==> src/rtl/frs_regs.svh <==
// constants of the fault restart supervisor
`ifndef FRS_REGS_SVH
`define FRS_REGS_SVH

// clock rate and derived cycle counts
`define FRS_CLK_HZ        64'd200000000
`define FRS_SEC_S         64'd1
`define FRS_SKIP_HOLD_S   64'd1
`define FRS_CLR_HOLD_S    64'd3
`define FRS_VIN_HI_S      64'd10
`define FRS_SEC_CYC       (`FRS_SEC_S * `FRS_CLK_HZ)
`define FRS_SKIP_CYC      (`FRS_SKIP_HOLD_S * `FRS_CLK_HZ)
`define FRS_CLR_CYC       (`FRS_CLR_HOLD_S * `FRS_CLK_HZ)
`define FRS_VIN_HI_CYC    (`FRS_VIN_HI_S * `FRS_CLK_HZ)

// voltage limits, volts, and bus unbalance, percent
`define FRS_VIN_HI_LV     10'd264
`define FRS_VIN_HI_HV     10'd520
`define FRS_BUS_OV_LV     10'd470
`define FRS_BUS_OV_HV     10'd930
`define FRS_UNBAL_PCT     14'd10

// fault bit positions
`define FRS_F_ALARM       0
`define FRS_F_LATCH1      1
`define FRS_F_LATCH4      4
`define FRS_F_PIPE        5
`define FRS_F_BUS_OV      6
`define FRS_F_BUS_UNBAL   7
`define FRS_F_COMM        8
`define FRS_F_CUR_UNBAL   9
`define FRS_F_GROUND      10
`define FRS_F_VIN_HI      11
`define FRS_F_PHASE       12
`define FRS_F_CM_CONN     13
`define FRS_F_PRECHARGE   14
`define FRS_F_VIN_LO      15
`define FRS_NFAULT        16

// faults that never restart on their own
`define FRS_NOAUTO_MASK   16'h241E
// reset values
`define FRS_RST_LIMIT     4'h0
`define FRS_RST_CODE      4'hF

`endif

==> src/rtl/frs_pkg.sv <==
// types of the fault restart supervisor
package frs_pkg;
	typedef enum logic [4:0] {
		FRS_INIT   = 5'h01,
		FRS_RUN    = 5'h02,
		FRS_CNTDN  = 5'h04,
		FRS_PROMPT = 5'h08,
		FRS_NOAUTO = 5'h10
	} frs_state_e;

	typedef logic [15:0] frs_fault_t;
endpackage : frs_pkg

==> src/rtl/frs_sync.sv <==
// two flop synchroniser for pin inputs
`timescale 1ns/1ps
module frs_sync #(
	parameter int W = 1
) (
	// clock and reset
	input  wire logic         clk,
	input  wire logic         rstn,
	input  wire logic         ce,
	// pin side
	input  wire logic [W-1:0] pin_in,
	// synchronised side
	output logic      [W-1:0] sync_out
);
	logic [W-1:0] meta_ff;
	logic [W-1:0] sync_ff;

	always_ff @(posedge clk or negedge rstn) begin
		if (!rstn) begin
			meta_ff <= '0;
			sync_ff <= '0;
		end else if (ce) begin
			meta_ff <= pin_in;
			sync_ff <= meta_ff;
		end
	end

	assign sync_out = sync_ff;
endmodule : frs_sync

==> src/rtl/frs_hold_timer.sv <==
// counts how long a level has stood, flags once a limit is reached
`timescale 1ns/1ps
module frs_hold_timer #(
	parameter logic [31:0] LIMIT = 32'h0000_0010
) (
	// clock and reset
	input  wire logic clk,
	input  wire logic rstn,
	input  wire logic ce,
	// watched level and result
	input  wire logic lvl,
	output logic      done
);
	logic [31:0] cnt_ff;
	logic [31:0] nxt_cnt;
	wire         at_lim = (cnt_ff >= LIMIT);

	// saturates so a long hold cannot wrap and re-arm
	assign nxt_cnt = !lvl ? 32'h0000_0000 : (at_lim ? cnt_ff : cnt_ff + 32'h0000_0001);

	always_ff @(posedge clk or negedge rstn) begin
		if (!rstn) begin
			cnt_ff <= 32'h0000_0000;
		end else if (ce) begin
			cnt_ff <= nxt_cnt;
		end
	end

	assign done = lvl & at_lim;
endmodule : frs_hold_timer

==> src/rtl/frs_supervisor.sv <==
// fault latch, restart countdown and clearing paths of the drive
`timescale 1ns/1ps
`include "frs_regs.svh"
//
// Function
// - restartable fault shows pending and countdown
// - up and down held skips countdown
// - restart limit resets to zero
// - restart limit and delay are programmable
// - used up or disabled shows enter prompt
// - enter clears fault, restarts, zeroes log
// - enable gates restart, sets auto mode
// - severe faults show no auto restart
// - severe faults clear by power or hold
// - init conditions shown, not logged, awaited
// - same conditions later are logged faults
// - dry contact closure latches, never restarts
// - alarm set as fault raises fault
// - input over limit ten seconds faults
// - bus over limit trips at once
// - bus halves differing over ten percent
// - board link failure raises fault
// - current unbalance over limit faults
// - setpoint not reached beyond threshold faults
// - ground fault sensitivity, never restarts
// - measurement board cable loss, no restart
// - phase loss faults unless single phase
// - restart counter cleared by power cycle
module frs_supervisor #(
	parameter logic [31:0] SEC_CYC    = 32'(`FRS_SEC_CYC),
	parameter logic [31:0] SKIP_CYC   = 32'(`FRS_SKIP_CYC),
	parameter logic [31:0] CLR_CYC    = 32'(`FRS_CLR_CYC),
	parameter logic [31:0] VIN_HI_CYC = 32'(`FRS_VIN_HI_CYC)
) (
	// clock and reset
	input  wire logic        clk,
	input  wire logic        rstn,
	input  wire logic        ce,
	// keypad pins
	input  wire logic        key_up,
	input  wire logic        key_down,
	input  wire logic        key_enter,
	// dry contact pins, high when closed
	input  wire logic        dry_contact_input_1,
	input  wire logic        dry_contact_input_2,
	input  wire logic        dry_contact_input_3,
	input  wire logic        dry_contact_input_4,
	// measurements and detector flags
	input  wire logic        hv_variant,
	input  wire logic [9:0]  vin_rms,
	input  wire logic        vin_low,
	input  wire logic [9:0]  bus_vdc,
	input  wire logic [9:0]  bus_upper,
	input  wire logic [9:0]  bus_lower,
	input  wire logic        precharge_fail,
	input  wire logic        comm_fail,
	input  wire logic        cm_cable_lost,
	input  wire logic        phase_loss,
	input  wire logic [7:0]  gf_level,
	input  wire logic [7:0]  cur_unbal_pct,
	input  wire logic        at_max_speed,
	input  wire logic [9:0]  pressure,
	input  wire logic [9:0]  setpoint,
	input  wire logic [3:0]  alarm_evt,
	// configuration
	input  wire logic        restart_enable,
	input  wire logic [3:0]  auto_restart_limit,
	input  wire logic [7:0]  restart_delay_s,
	input  wire logic [7:0]  gf_sensitivity,
	input  wire logic [7:0]  current_unbalance_limit,
	input  wire logic [9:0]  broken_pipe_threshold,
	input  wire logic        single_phase_supply_permit,
	input  wire logic [3:0]  alarm_as_fault,
	input  wire logic [3:0]  log_sel,
	// status and display
	output logic             run_enable,
	output logic             auto_mode,
	output logic             init_fault,
	output logic             restart_pending,
	output logic [7:0]       countdown_s,
	output logic             prompt_enter,
	output logic             no_auto_msg,
	output logic [3:0]       fault_code,
	output logic [15:0]      fault_latched,
	output logic [3:0]       restart_count,
	output logic [7:0]       log_count
);
	frs_pkg::frs_state_e state_ff;
	frs_pkg::frs_state_e nxt_state;
	frs_pkg::frs_fault_t flt_ff;
	frs_pkg::frs_fault_t nxt_flt;
	frs_pkg::frs_fault_t det;
	logic [7:0]          log_ff [`FRS_NFAULT];
	logic [3:0]          rcnt_ff;
	logic [7:0]          cdn_ff;
	logic [31:0]         tick_ff;
	logic                auto_ff;
	logic                enter_d_ff;
	logic [3:0]          code_ff;
	logic [6:0]          pins_s;

	// volts at or over the variant limit
	function automatic logic over_lim(input logic [9:0] v, input logic [9:0] lo,
		input logic [9:0] hi, input logic hv);
		over_lim = hv ? (v >= hi) : (v >= lo);
	endfunction : over_lim

	// lowest set fault bit, or all ones if none
	function automatic logic [3:0] first_set(input frs_pkg::frs_fault_t f);
		first_set = `FRS_RST_CODE;
		for (int i = `FRS_NFAULT - 1; i >= 0; i--) begin
			if (f[i]) begin
				first_set = 4'(i);
			end
		end
	endfunction : first_set

	frs_sync #(
		.W(7)
	) u_sync (
		.clk      (clk),
		.rstn     (rstn),
		.ce       (ce),
		.pin_in   ({dry_contact_input_4, dry_contact_input_3, dry_contact_input_2,
		            dry_contact_input_1, key_enter, key_down, key_up}),
		.sync_out (pins_s)
	);

	wire       up_s    = pins_s[0];
	wire       down_s  = pins_s[1];
	wire       enter_s = pins_s[2];
	wire [3:0] dry_s   = pins_s[6:3];
	wire       both_s  = up_s & down_s;
	wire       enter_p = enter_s & ~enter_d_ff;

	// input above limit for ten seconds, sitting on it is legal
	wire vin_over = over_lim(vin_rms, `FRS_VIN_HI_LV + 10'd1, `FRS_VIN_HI_HV + 10'd1,
		hv_variant);
	wire vin_hi_long;
	wire skip_hold;
	wire clr_hold;

	frs_hold_timer #(
		.LIMIT(VIN_HI_CYC)
	) u_vin_hi (
		.clk  (clk),
		.rstn (rstn),
		.ce   (ce),
		.lvl  (vin_over),
		.done (vin_hi_long)
	);

	// short hold only counts inside a countdown
	frs_hold_timer #(
		.LIMIT(SKIP_CYC)
	) u_skip (
		.clk  (clk),
		.rstn (rstn),
		.ce   (ce),
		.lvl  (both_s & (state_ff == frs_pkg::FRS_CNTDN)),
		.done (skip_hold)
	);

	frs_hold_timer #(
		.LIMIT(CLR_CYC)
	) u_clr (
		.clk  (clk),
		.rstn (rstn),
		.ce   (ce),
		.lvl  (both_s & (state_ff == frs_pkg::FRS_NOAUTO)),
		.done (clr_hold)
	);

	// bus halves: a hundred times the gap against the percent times the larger half
	wire [9:0]  bus_big  = (bus_upper > bus_lower) ? bus_upper : bus_lower;
	wire [9:0]  bus_gap  = (bus_upper > bus_lower) ? (bus_upper - bus_lower)
	                                               : (bus_lower - bus_upper);
	wire [16:0] gap_x100 = 17'(bus_gap) * 17'h00064;
	wire [16:0] big_xpct = 17'(bus_big) * 17'(`FRS_UNBAL_PCT);
	wire [10:0] need_p   = 11'(pressure) + 11'(broken_pipe_threshold);

	assign det[`FRS_F_ALARM] = |(alarm_evt & alarm_as_fault);
	assign det[`FRS_F_LATCH4:`FRS_F_LATCH1] = dry_s;
	assign det[`FRS_F_PIPE] = at_max_speed & (need_p < 11'(setpoint));
	assign det[`FRS_F_BUS_OV] = over_lim(bus_vdc, `FRS_BUS_OV_LV, `FRS_BUS_OV_HV, hv_variant);
	assign det[`FRS_F_BUS_UNBAL] = gap_x100 > big_xpct;
	assign det[`FRS_F_COMM] = comm_fail;
	assign det[`FRS_F_CUR_UNBAL] = cur_unbal_pct > current_unbalance_limit;
	assign det[`FRS_F_GROUND] = gf_level >= gf_sensitivity;
	assign det[`FRS_F_VIN_HI] = vin_hi_long;
	assign det[`FRS_F_PHASE] = phase_loss & ~single_phase_supply_permit;
	assign det[`FRS_F_CM_CONN] = cm_cable_lost;
	assign det[`FRS_F_PRECHARGE] = precharge_fail;
	assign det[`FRS_F_VIN_LO] = vin_low;

	wire init_cond = det[`FRS_F_GROUND] | det[`FRS_F_PRECHARGE] | vin_hi_long | vin_low;
	wire in_init   = (state_ff == frs_pkg::FRS_INIT);
	wire any_flt   = |flt_ff;
	wire severe    = |(flt_ff & `FRS_NOAUTO_MASK);
	wire may_auto  = restart_enable & (rcnt_ff < auto_restart_limit);
	wire cd_zero   = (cdn_ff == 8'h00);
	wire sec_tick  = (tick_ff == SEC_CYC - 32'h0000_0001);

	wire cd_done   = (state_ff == frs_pkg::FRS_CNTDN) & (skip_hold | cd_zero);
	wire prm_done  = (state_ff == frs_pkg::FRS_PROMPT) & enter_p;
	wire sev_done  = (state_ff == frs_pkg::FRS_NOAUTO) & clr_hold;
	wire clr_all   = cd_done | prm_done | sev_done;
	wire log_clr   = prm_done;
	wire go_fault  = (state_ff == frs_pkg::FRS_RUN) & any_flt;
	wire cd_load   = go_fault & ~severe & may_auto;

	// later conditions latch; a new event outlives a clear
	assign nxt_flt = in_init ? flt_ff : ((flt_ff & ~{16{clr_all}}) | det);
	wire [15:0] new_evt = in_init ? 16'h0000 : (det & ~flt_ff);

	always_comb begin
		nxt_state = state_ff;
		case (state_ff)
			frs_pkg::FRS_INIT: begin
				if (!init_cond) begin
					nxt_state = frs_pkg::FRS_RUN;
				end
			end
			frs_pkg::FRS_RUN: begin
				if (any_flt) begin
					if (severe) begin
						nxt_state = frs_pkg::FRS_NOAUTO;
					end else if (may_auto) begin
						nxt_state = frs_pkg::FRS_CNTDN;
					end else begin
						nxt_state = frs_pkg::FRS_PROMPT;
					end
				end
			end
			frs_pkg::FRS_CNTDN: begin
				if (|(flt_ff & `FRS_NOAUTO_MASK)) begin
					nxt_state = frs_pkg::FRS_NOAUTO;
				end else if (cd_done) begin
					nxt_state = frs_pkg::FRS_RUN;
				end
			end
			frs_pkg::FRS_PROMPT: begin
				if (severe) begin
					nxt_state = frs_pkg::FRS_NOAUTO;
				end else if (prm_done) begin
					nxt_state = frs_pkg::FRS_RUN;
				end
			end
			frs_pkg::FRS_NOAUTO: begin
				if (sev_done) begin
					nxt_state = frs_pkg::FRS_RUN;
				end
			end
			default: begin
				nxt_state = frs_pkg::FRS_INIT;
			end
		endcase
	end

	always_ff @(posedge clk or negedge rstn) begin
		if (!rstn) begin
			state_ff   <= frs_pkg::FRS_INIT;
			flt_ff     <= 16'h0000;
			enter_d_ff <= 1'b0;
		end else if (ce) begin
			state_ff   <= nxt_state;
			flt_ff     <= nxt_flt;
			enter_d_ff <= enter_s;
		end
	end

	// auto mode taken at init exit
	always_ff @(posedge clk or negedge rstn) begin
		if (!rstn) begin
			auto_ff <= 1'b0;
		end else if (ce && in_init && !init_cond) begin
			auto_ff <= restart_enable;
		end
	end

	// counter zeroed only by power up
	always_ff @(posedge clk or negedge rstn) begin
		if (!rstn) begin
			rcnt_ff <= `FRS_RST_LIMIT;
		end else if (ce && cd_done && rcnt_ff != 4'hF) begin
			rcnt_ff <= rcnt_ff + 4'h1;
		end
	end

	always_ff @(posedge clk or negedge rstn) begin
		if (!rstn) begin
			cdn_ff  <= 8'h00;
			tick_ff <= 32'h0000_0000;
		end else if (ce) begin
			if (cd_load) begin
				cdn_ff  <= restart_delay_s;
				tick_ff <= 32'h0000_0000;
			end else if (state_ff == frs_pkg::FRS_CNTDN) begin
				tick_ff <= sec_tick ? 32'h0000_0000 : tick_ff + 32'h0000_0001;
				if (sec_tick && !cd_zero) begin
					cdn_ff <= cdn_ff - 8'h01;
				end
			end
		end
	end

	// restart log, one saturating counter per fault
	for (genvar g = 0; g < `FRS_NFAULT; g++) begin : g_log
		always_ff @(posedge clk or negedge rstn) begin
			if (!rstn) begin
				log_ff[g] <= 8'h00;
			end else if (ce) begin
				if (new_evt[g]) begin
					log_ff[g] <= log_clr ? 8'h01 : log_ff[g] + {7'h00, log_ff[g] != 8'hFF};
				end else if (log_clr) begin
					log_ff[g] <= 8'h00;
				end
			end
		end
	end

	// display code follows init conditions or latched faults
	wire [3:0] nxt_code = in_init ? first_set(det & 16'hCC00) : first_set(flt_ff);

	always_ff @(posedge clk or negedge rstn) begin
		if (!rstn) begin
			code_ff <= `FRS_RST_CODE;
		end else if (ce) begin
			code_ff <= nxt_code;
		end
	end

	// output drive is off while any fault stands
	assign run_enable      = (state_ff == frs_pkg::FRS_RUN) & ~any_flt;
	assign auto_mode       = auto_ff;
	assign init_fault      = in_init & init_cond;
	assign restart_pending = (state_ff == frs_pkg::FRS_CNTDN);
	assign countdown_s     = cdn_ff;
	assign prompt_enter    = (state_ff == frs_pkg::FRS_PROMPT);
	assign no_auto_msg     = (state_ff == frs_pkg::FRS_NOAUTO);
	assign fault_code      = code_ff;
	assign fault_latched   = flt_ff;
	assign restart_count   = rcnt_ff;
	assign log_count       = log_ff[log_sel];
endmodule : frs_supervisor

==> config.mk <==
export PLATFORM = sky130hd
export DESIGN_NAME = frs_supervisor
export DESIGN_NICKNAME = d
export VERILOG_FILES = /design/src/rtl/frs_pkg.sv /design/src/rtl/frs_sync.sv /design/src/rtl/frs_hold_timer.sv /design/src/rtl/frs_supervisor.sv
export VERILOG_INCLUDE_DIRS = /design/src /design/src/rtl
export SDC_FILE = /design/constraint.sdc
export NUM_CORES = 1
export LEC_CHECK = 0
export BUFFER_PORTS_ARGS = -buffer_cell sky130_fd_sc_hd__buf_2
export CORE_ASPECT_RATIO = 0.9
export CORE_UTILIZATION = 40
export CTS_CLUSTER_DIAMETER = 120
export DETAILED_ROUTE_END_ITERATION = 8
export GPL_TIMING_DRIVEN = 0
export MAX_ROUTING_LAYER = met4
export PLACE_DENSITY = 0.63
export SLEW_MARGIN = 10
export SYNTH_ARGS = -nofsm -noshare
export SYNTH_HDL_FRONTEND = slang
export SYNTH_SLANG_ARGS = --single-unit
==> constraint.sdc <==
create_clock -name clk -period 6.41 [get_ports clk]
set_clock_uncertainty 0.1 [all_clocks]
set_input_delay 1.282 -clock clk [delete_from_list [all_inputs] [get_ports clk]]
set_output_delay 1.282 -clock clk [all_outputs]
set_load 0.01 [all_outputs]
### Word-level counts from Yosys, hierarchy flattened

Cells that the tools add are included.

* add/subtract/negate cells: 25
* multiply operators: 2
* magnitude comparators: 14
* equal/unequal tests: 31
* muxes and demuxes: 82
* bitwise operators: 36
* reductions and logical operators: 52

Operators by type and width (number)
* 2-to-1 mux 8 bit: 38
* 2-to-1 mux 32 bit: 9
* adder 32 x 1 -> 32 bit, second input constant: 4
* adder 8 x 1 -> 8 bit: 16
* != test 8 bit, second input constant: 16
* 2-to-1 mux 4 bit: 12
* AND reduction 2 bit: 21
* 2-to-1 mux 5 bit: 8
* nonzero test 2 bit: 18
* AND 16 bit: 2
* binary-select mux 8 bit (select 4 bit): 1
* == test 32 x 28 -> 1 bit, second input constant: 1
* greater-or-equal comparator 32 x 28 -> 1 bit, second input constant: 1
* greater-or-equal comparator 32 x 30 -> 1 bit, second input constant: 1
* greater-or-equal comparator 32 x 31 -> 1 bit, second input constant: 1
* inverter 16 bit: 2
* case mux 5 bit (5 select lines): 1
* greater-or-equal comparator 10 bit, second input constant: 2
* greater-or-equal comparator 10 x 9 -> 1 bit, second input constant: 2
* 2-to-1 mux 10 bit: 2
* subtractor 10 bit: 2
* AND 1 bit: 18
* > comparator 17 x 14 -> 1 bit: 1
* 2-to-1 mux 16 bit: 1
* other kinds (36): 62

* flip-flop bits (word level): 309
* bits of input ports: 145
* output and inout port bits: 46
* word-level logic and storage cells: 271

### Longest topological paths before layout

* word-level depth: 16
* mapped depth: 34
* depth with buffers taken out: 33

### By module

Synthesis repeated with hierarchy kept, for this count alone.

* cells, all modules: 2472
* area total of the unflattened synthesis: 22222.6 um^2

By module, submodules not included
* frs_supervisor: instances 1, cells an instance 1711, area each 15292.2 um^2, sequential area each 4986.0 um^2
* frs_hold_timer (u_vin_hi): instances 1, cells an instance 272, area each 2369.8 um^2, sequential area each 800.8 um^2
* frs_hold_timer (u_clr): instances 1, cells an instance 237, area each 2064.5 um^2, sequential area each 800.8 um^2
* frs_hold_timer (u_skip): instances 1, cells an instance 223, area each 1976.9 um^2, sequential area each 800.8 um^2
* frs_sync: instances 1, cells an instance 29, area each 519.2 um^2, sequential area each 350.3 um^2

### Least setup slack after synthesis

No wires, ideal clock.

* path kind: input port to flip-flop
* start point: input port bus_upper[0]
* end point: register log_ff[67] (netlist name)
* setup time: 0.091 ns
* arrival: 8.082 ns
* data required time: 6.219 ns
* slack: -1.863 ns
* stages on the path: 33
* buffers on the path: 1
* cells stage by stage: inv_1 -> ha_1 -> inv_1 -> fa_1 -> a21o_1 -> a221oi_2 -> o221ai_2 -> and2_4 -> buf_2 -> mux2i_1 -> o22ai_1 -> a31o_2 -> a221oi_1 -> xnor2_1 -> ha_1 -> ha_1 -> inv_1 -> fa_1 -> inv_1 -> ha_1 -> or3_1 -> o21ai_0 -> xnor2_1 -> ha_1 -> nand2_1 -> or4_1 -> inv_1 -> nand2_1 -> a2111oi_0 -> and3_1 -> o31a_1 -> o21ai_0 -> o221ai_1

* longest elaborated chain between the ends: 8
* elaborated cells between the ends (all ways): 13
* classes of those cells: add/sub (2); mul (2); order compare (2); mux (4); bitwise (1); reduce/logical (2)

RTL lines
* start: declaration: RTL line frs_supervisor.sv:53 `input wire logic [9:0] bus_upper,`
* subtractor 10 bit (tied with other cells): RTL line frs_supervisor.sv:177 `: (bus_lower - bus_upper);`
* 2-to-1 mux 10 bit (on tied branches): RTL line frs_supervisor.sv:176, frs_supervisor.sv:175
* multiplier 10 x 5 -> 15 bit or multiplier 10 x 3 -> 13 bit (tied branches): RTL line frs_supervisor.sv:178, frs_supervisor.sv:179
* > comparator 17 x 14 -> 1 bit *: RTL line frs_supervisor.sv:186 `` assign det[`FRS_F_BUS_UNBAL] = gap_x100 > big_xpct; ``
* AND 16 bit *: RTL line frs_supervisor.sv:214 `wire [15:0] new_evt = in_init ? 16'h0000 : (det & ~flt_ff);`
* 2-to-1 mux 16 bit *: RTL line frs_supervisor.sv:214
* nonzero test 2 bit (no line)
* AND reduction 2 bit (no line)
* end signal: indexed assignment: RTL line frs_supervisor.sv:314 `log_ff[g] <= log_clr ? 8'h01 : log_ff[g] + {7'h00, log_ff[g] != 8'hFF};`
* end: declaration: RTL line frs_supervisor.sv:93 `` logic [7:0] log_ff [`FRS_NFAULT]; ``

Mark *: on every way between the ends. The rest lies on a longest branch, timed or not.
A chain may end at the register's enable or synchronous reset.

### Worst setup path after layout

Ends and elaborated chain as after synthesis.

==> impl_metrics.tcl <==
set metrics [dict create \
    run_status "finished with violations" \
    failing_checks "negative setup slack" \
    postLayoutSetupSlackWorst_ns -1.333 \
    fp.dieW_um 242.4 \
    finalCritPeriodShare_pct 120.8 \
    die-area_sq_um 52940 \
    min-delay-path-class "register to register" \
    timing.final.max_slew_violations 0 \
    r2r_setup_slack_ns 2.80 \
    globalRouteOverflowTotal 0 \
    grt_pass1_wl_um 100600 \
    met2_length_um 27680 \
    route.vias.total 18790 \
    timing.critical_path.from_type "input port" \
    detailedRoute.firstPassIterationCount 6 \
    area.growth.synth_to_final_pct 16.90 \
    critical_path.endpoint_type "register" \
    path_max_fanout 7 \
    count_of_port_buffers_added_during_placement 186 \
    r2r_cells 8 \
    irDropWorstVdd_uv 250.4 \
    grt_antenna_before_repair 6 \
    timing.hold.worst.start "u_sync.meta_ff[2]" \
    final_net_count 2872 \
    setup_repair_after_global_routing_missed_its_margin "true" \
    worst_skew_pair.late_latency_ns 0.53 \
    netlist.top_cell.by_area "sky130_fd_sc_hd__dfrtp_1" \
    cts.path.max_buffers 3 \
    io_pins 191 \
    cts_buffers 35 \
    placed_cell_areas_sq_um 22780 \
    final_layout_size_suffix_gt1_share_pct 15.80 \
    layoutNonFillerInstCount 3268 \
    synth_commonest_cells "sky130_fd_sc_hd__dfrtp_1 (304), sky130_fd_sc_hd__nor2_1 (241), sky130_fd_sc_hd__nand2_1 (205), sky130_fd_sc_hd__ha_1 (160), sky130_fd_sc_hd__o21ai_0 (157)" \
    cts-hold-fix-buffers 0 \
    place_worst_setup_slack_ns -2.512 \
    clock.fmax_ghz 0.1291 \
    worst_hold_path.endpoint "u_sync.sync_out[2]" \
    first_global_vias 18110 \
    required_ns 6.74 \
    detail-route-antenna-nets 0 \
    num-fill-cells 4843 \
    start_util_pct 40.92 \
    route.top_layer_used "met4" \
    timing.final.setup_violations 9 \
    syn_area_sq_um 20810 \
    critical_path_data_arrival_time_ns 8.07 \
    dp.cells 3176 \
    worst_r2r_dst "log_ff[79]" \
    cts.sink_count 309 \
    synth.net_count 2620 \
    worst_pin_slew_ns 1.040 \
    hold_depth 1 \
    design.core.area_sq_um 50850 \
    tritoncts "built" \
    routed_wire_length_per_instance_um 19.33 \
    htreeDepth 2 \
    drt_wl_total_um 63170 \
    report.final.hold_viol_count 0 \
    pwr_density_cell_nw_per_um2 291.0 \
    seq_area_frac_synth_pct 37.19 \
    synth_largest_type_area_fraction_pct 36.56 \
    place.gp.congestion 0.9423 \
    worst-path-buf-inv 6 \
    cap_violations 0 \
    rr_startpoint "state_ff[1]" \
    drc 0 \
    core.rowCount 78 \
    ys.warnings.count 0 \
    postSynthAreaPerCell_sq_um 9.023 \
    synth-edff-count 0 \
    pin_count_of_the_biggest_net_entering_global_routing 96 \
    cellLeakagePower_nw 10.98 \
    hold-worst-slack_ns 0.3990 \
    setup_cp_type "input port to register" \
    syn_inst 2306 \
    dr_wl_met3_um 5863 \
    max-slew-margin-rel_pct 30.01 \
    power_mw 7.077 \
    fin_area_sq_um 24320 \
    cts-root-buf "sky130_fd_sc_hd__clkbuf_16" \
    synthFlopType "sky130_fd_sc_hd__dfrtp_1" \
    drt-initial-drc-count 1538 \
    yosysMostFrequentCell "sky130_fd_sc_hd__dfrtp_1" \
    post-dp-hpwl_um 47050 \
    cp_top_family "compound AO/OA/AOI/OAI gates" \
    synthArstFlopShare_pct 100.0 \
    clk_pin_slew_worst_paths_ns 0.06 \
    drt-vias-per-instance 5.750 \
    critical-path-max-stage-delay_ns 0.55 \
    setup.worst_path.start "bus_upper[0]" \
    synth_area_leaders "sky130_fd_sc_hd__dfrtp_1 (37%), sky130_fd_sc_hd__ha_1 (9.6%), sky130_fd_sc_hd__nor2_1 (4.3%)" \
    die_height_um 218.4 \
    ys_ff_latch 309 \
    layout_min_cycle_time_ns 7.743 \
    synthDistinctLibCells 83 \
    global_route.usage.total_pct 24.56 \
    routed_length_on_met1_um 28180 \
    cp_slowest_cell "sky130_fd_sc_hd__o31ai_2" \
]
## area by class of cell
class / count / area (sq um) / share of cell area [%]
Timing Repair Buffer: 215 / 1237 / 5.087
Clock buffer: 58 / 1092 / 4.491
Clock inverter: 4 / 48.80 / 0.2006
Buffer: 79 / 340.3 / 1.399
Inverter: 153 / 589.3 / 2.423
Sequential cell: 309 / 7739 / 31.82
Antenna cell: 5 / 12.51 / 0.05144
Multi-Input combinational cell: 1765 / 12410 / 51.03
Tap cell: 680 / 850.8 / 3.498
## report_power, final
part           switching (mW)  internal [mW]  total [mW]
registers               0.248           2.13        2.37
clock network           0.830           1.20        2.03
logic                    1.47           1.20        2.67
## sequential cells by signal, summed over array words and instances, names as in the netlist
signal and cells:
tick_ff 32, fault_code 4, restart_count 4, countdown_s 8, u_vin_hi.cnt_ff 32, enter_d_ff 1, u_skip.cnt_ff 32, fault_latched 16
state_ff 5, auto_mode 1, u_clr.cnt_ff 32, u_sync.meta_ff 7, log_ff 128, u_sync.sync_out 7
## worst max-delay path by stage
stage,end,slack (ns),cells after the start
2_1_floorplan,log_ff[69],-1.40,31
3_3_place_gp,log_ff[67],-2.43,33
6_report,log_ff[67],-1.33,31
5_1_grt,log_ff[71],-1.54,36
4_1_cts,log_ff[69],-1.28,32
3_5_place_dp,log_ff[67],-2.51,33
## kinds of logic (layout without fill, tap and decap cells)
| logic type | after synthesis | after routing | share of synthesized area (%) |
|---|---|---|---|
| simple gates | 889 | 889 | 20.90 |
| compound gates | 502 | 502 | 15.47 |
| flops | 309 | 309 | 37.19 |
| buf+inv | 232 | 509 | 4.323 |
| fa+ha+maj | 169 | 169 | 10.49 |
| xor+xnor | 139 | 139 | 5.851 |
| mux | 66 | 66 | 5.773 |
| other cells | 0 | 5 | 0 |
## stage by stage
step / util (%) / TNS, ns
floorplan: - / -11.98
global placement: 44.59 / -669.12
detailed placement: 44.80 / -21.69
CTS: 47.61 / -10.74
global route: 47.84 / -13.53
finish: 47.84 / -11.52
## per-layer routing
| layer | vias up | track usage (%) |
|---|---|---|
| li1 | 8830 | - |
| met1 | 9177 | 33.38 |
| met2 | 689 | 37.15 |
| met3 | 94 | 5.514 |
| met4 | 0 | 5.717 |
| met5 | - | - |
## placed cells by master, fill, tap and decap left out, drive strengths merged, types with 48 or more instances in the layout
cell,synthesis,layout
dfrtp,304,304
nor2,241,241
buf,26,240
nand2,205,205
ha,160,160
o21ai,158,158
inv,153,154
a21oi,120,120
clkbuf,53,112
nand3,100,100
xnor2,85,85
nand4,65,65
xor2,54,54
and3,48,48
## what timing repair did
action                     4_1_cts  5_1_grt
resized for setup               29        8
setup endpoints to repair        9        9
pin swaps                       25        9
setup buffers                   16        8
## worst register-to-register path: stages (launching register included)
cell and delay, ns:
sky130_fd_sc_hd__dfrtp_1 0.41, sky130_fd_sc_hd__nor3_1 0.26, sky130_fd_sc_hd__nand2_1 0.17, sky130_fd_sc_hd__or2_2 0.33
sky130_fd_sc_hd__clkbuf_1 0.31, sky130_fd_sc_hd__nor2_1 0.46, sky130_fd_sc_hd__clkbuf_1 0.69, sky130_fd_sc_hd__clkbuf_1 0.61
sky130_fd_sc_hd__a21oi_1 0.10
Power figures use the tool's default switching activity.
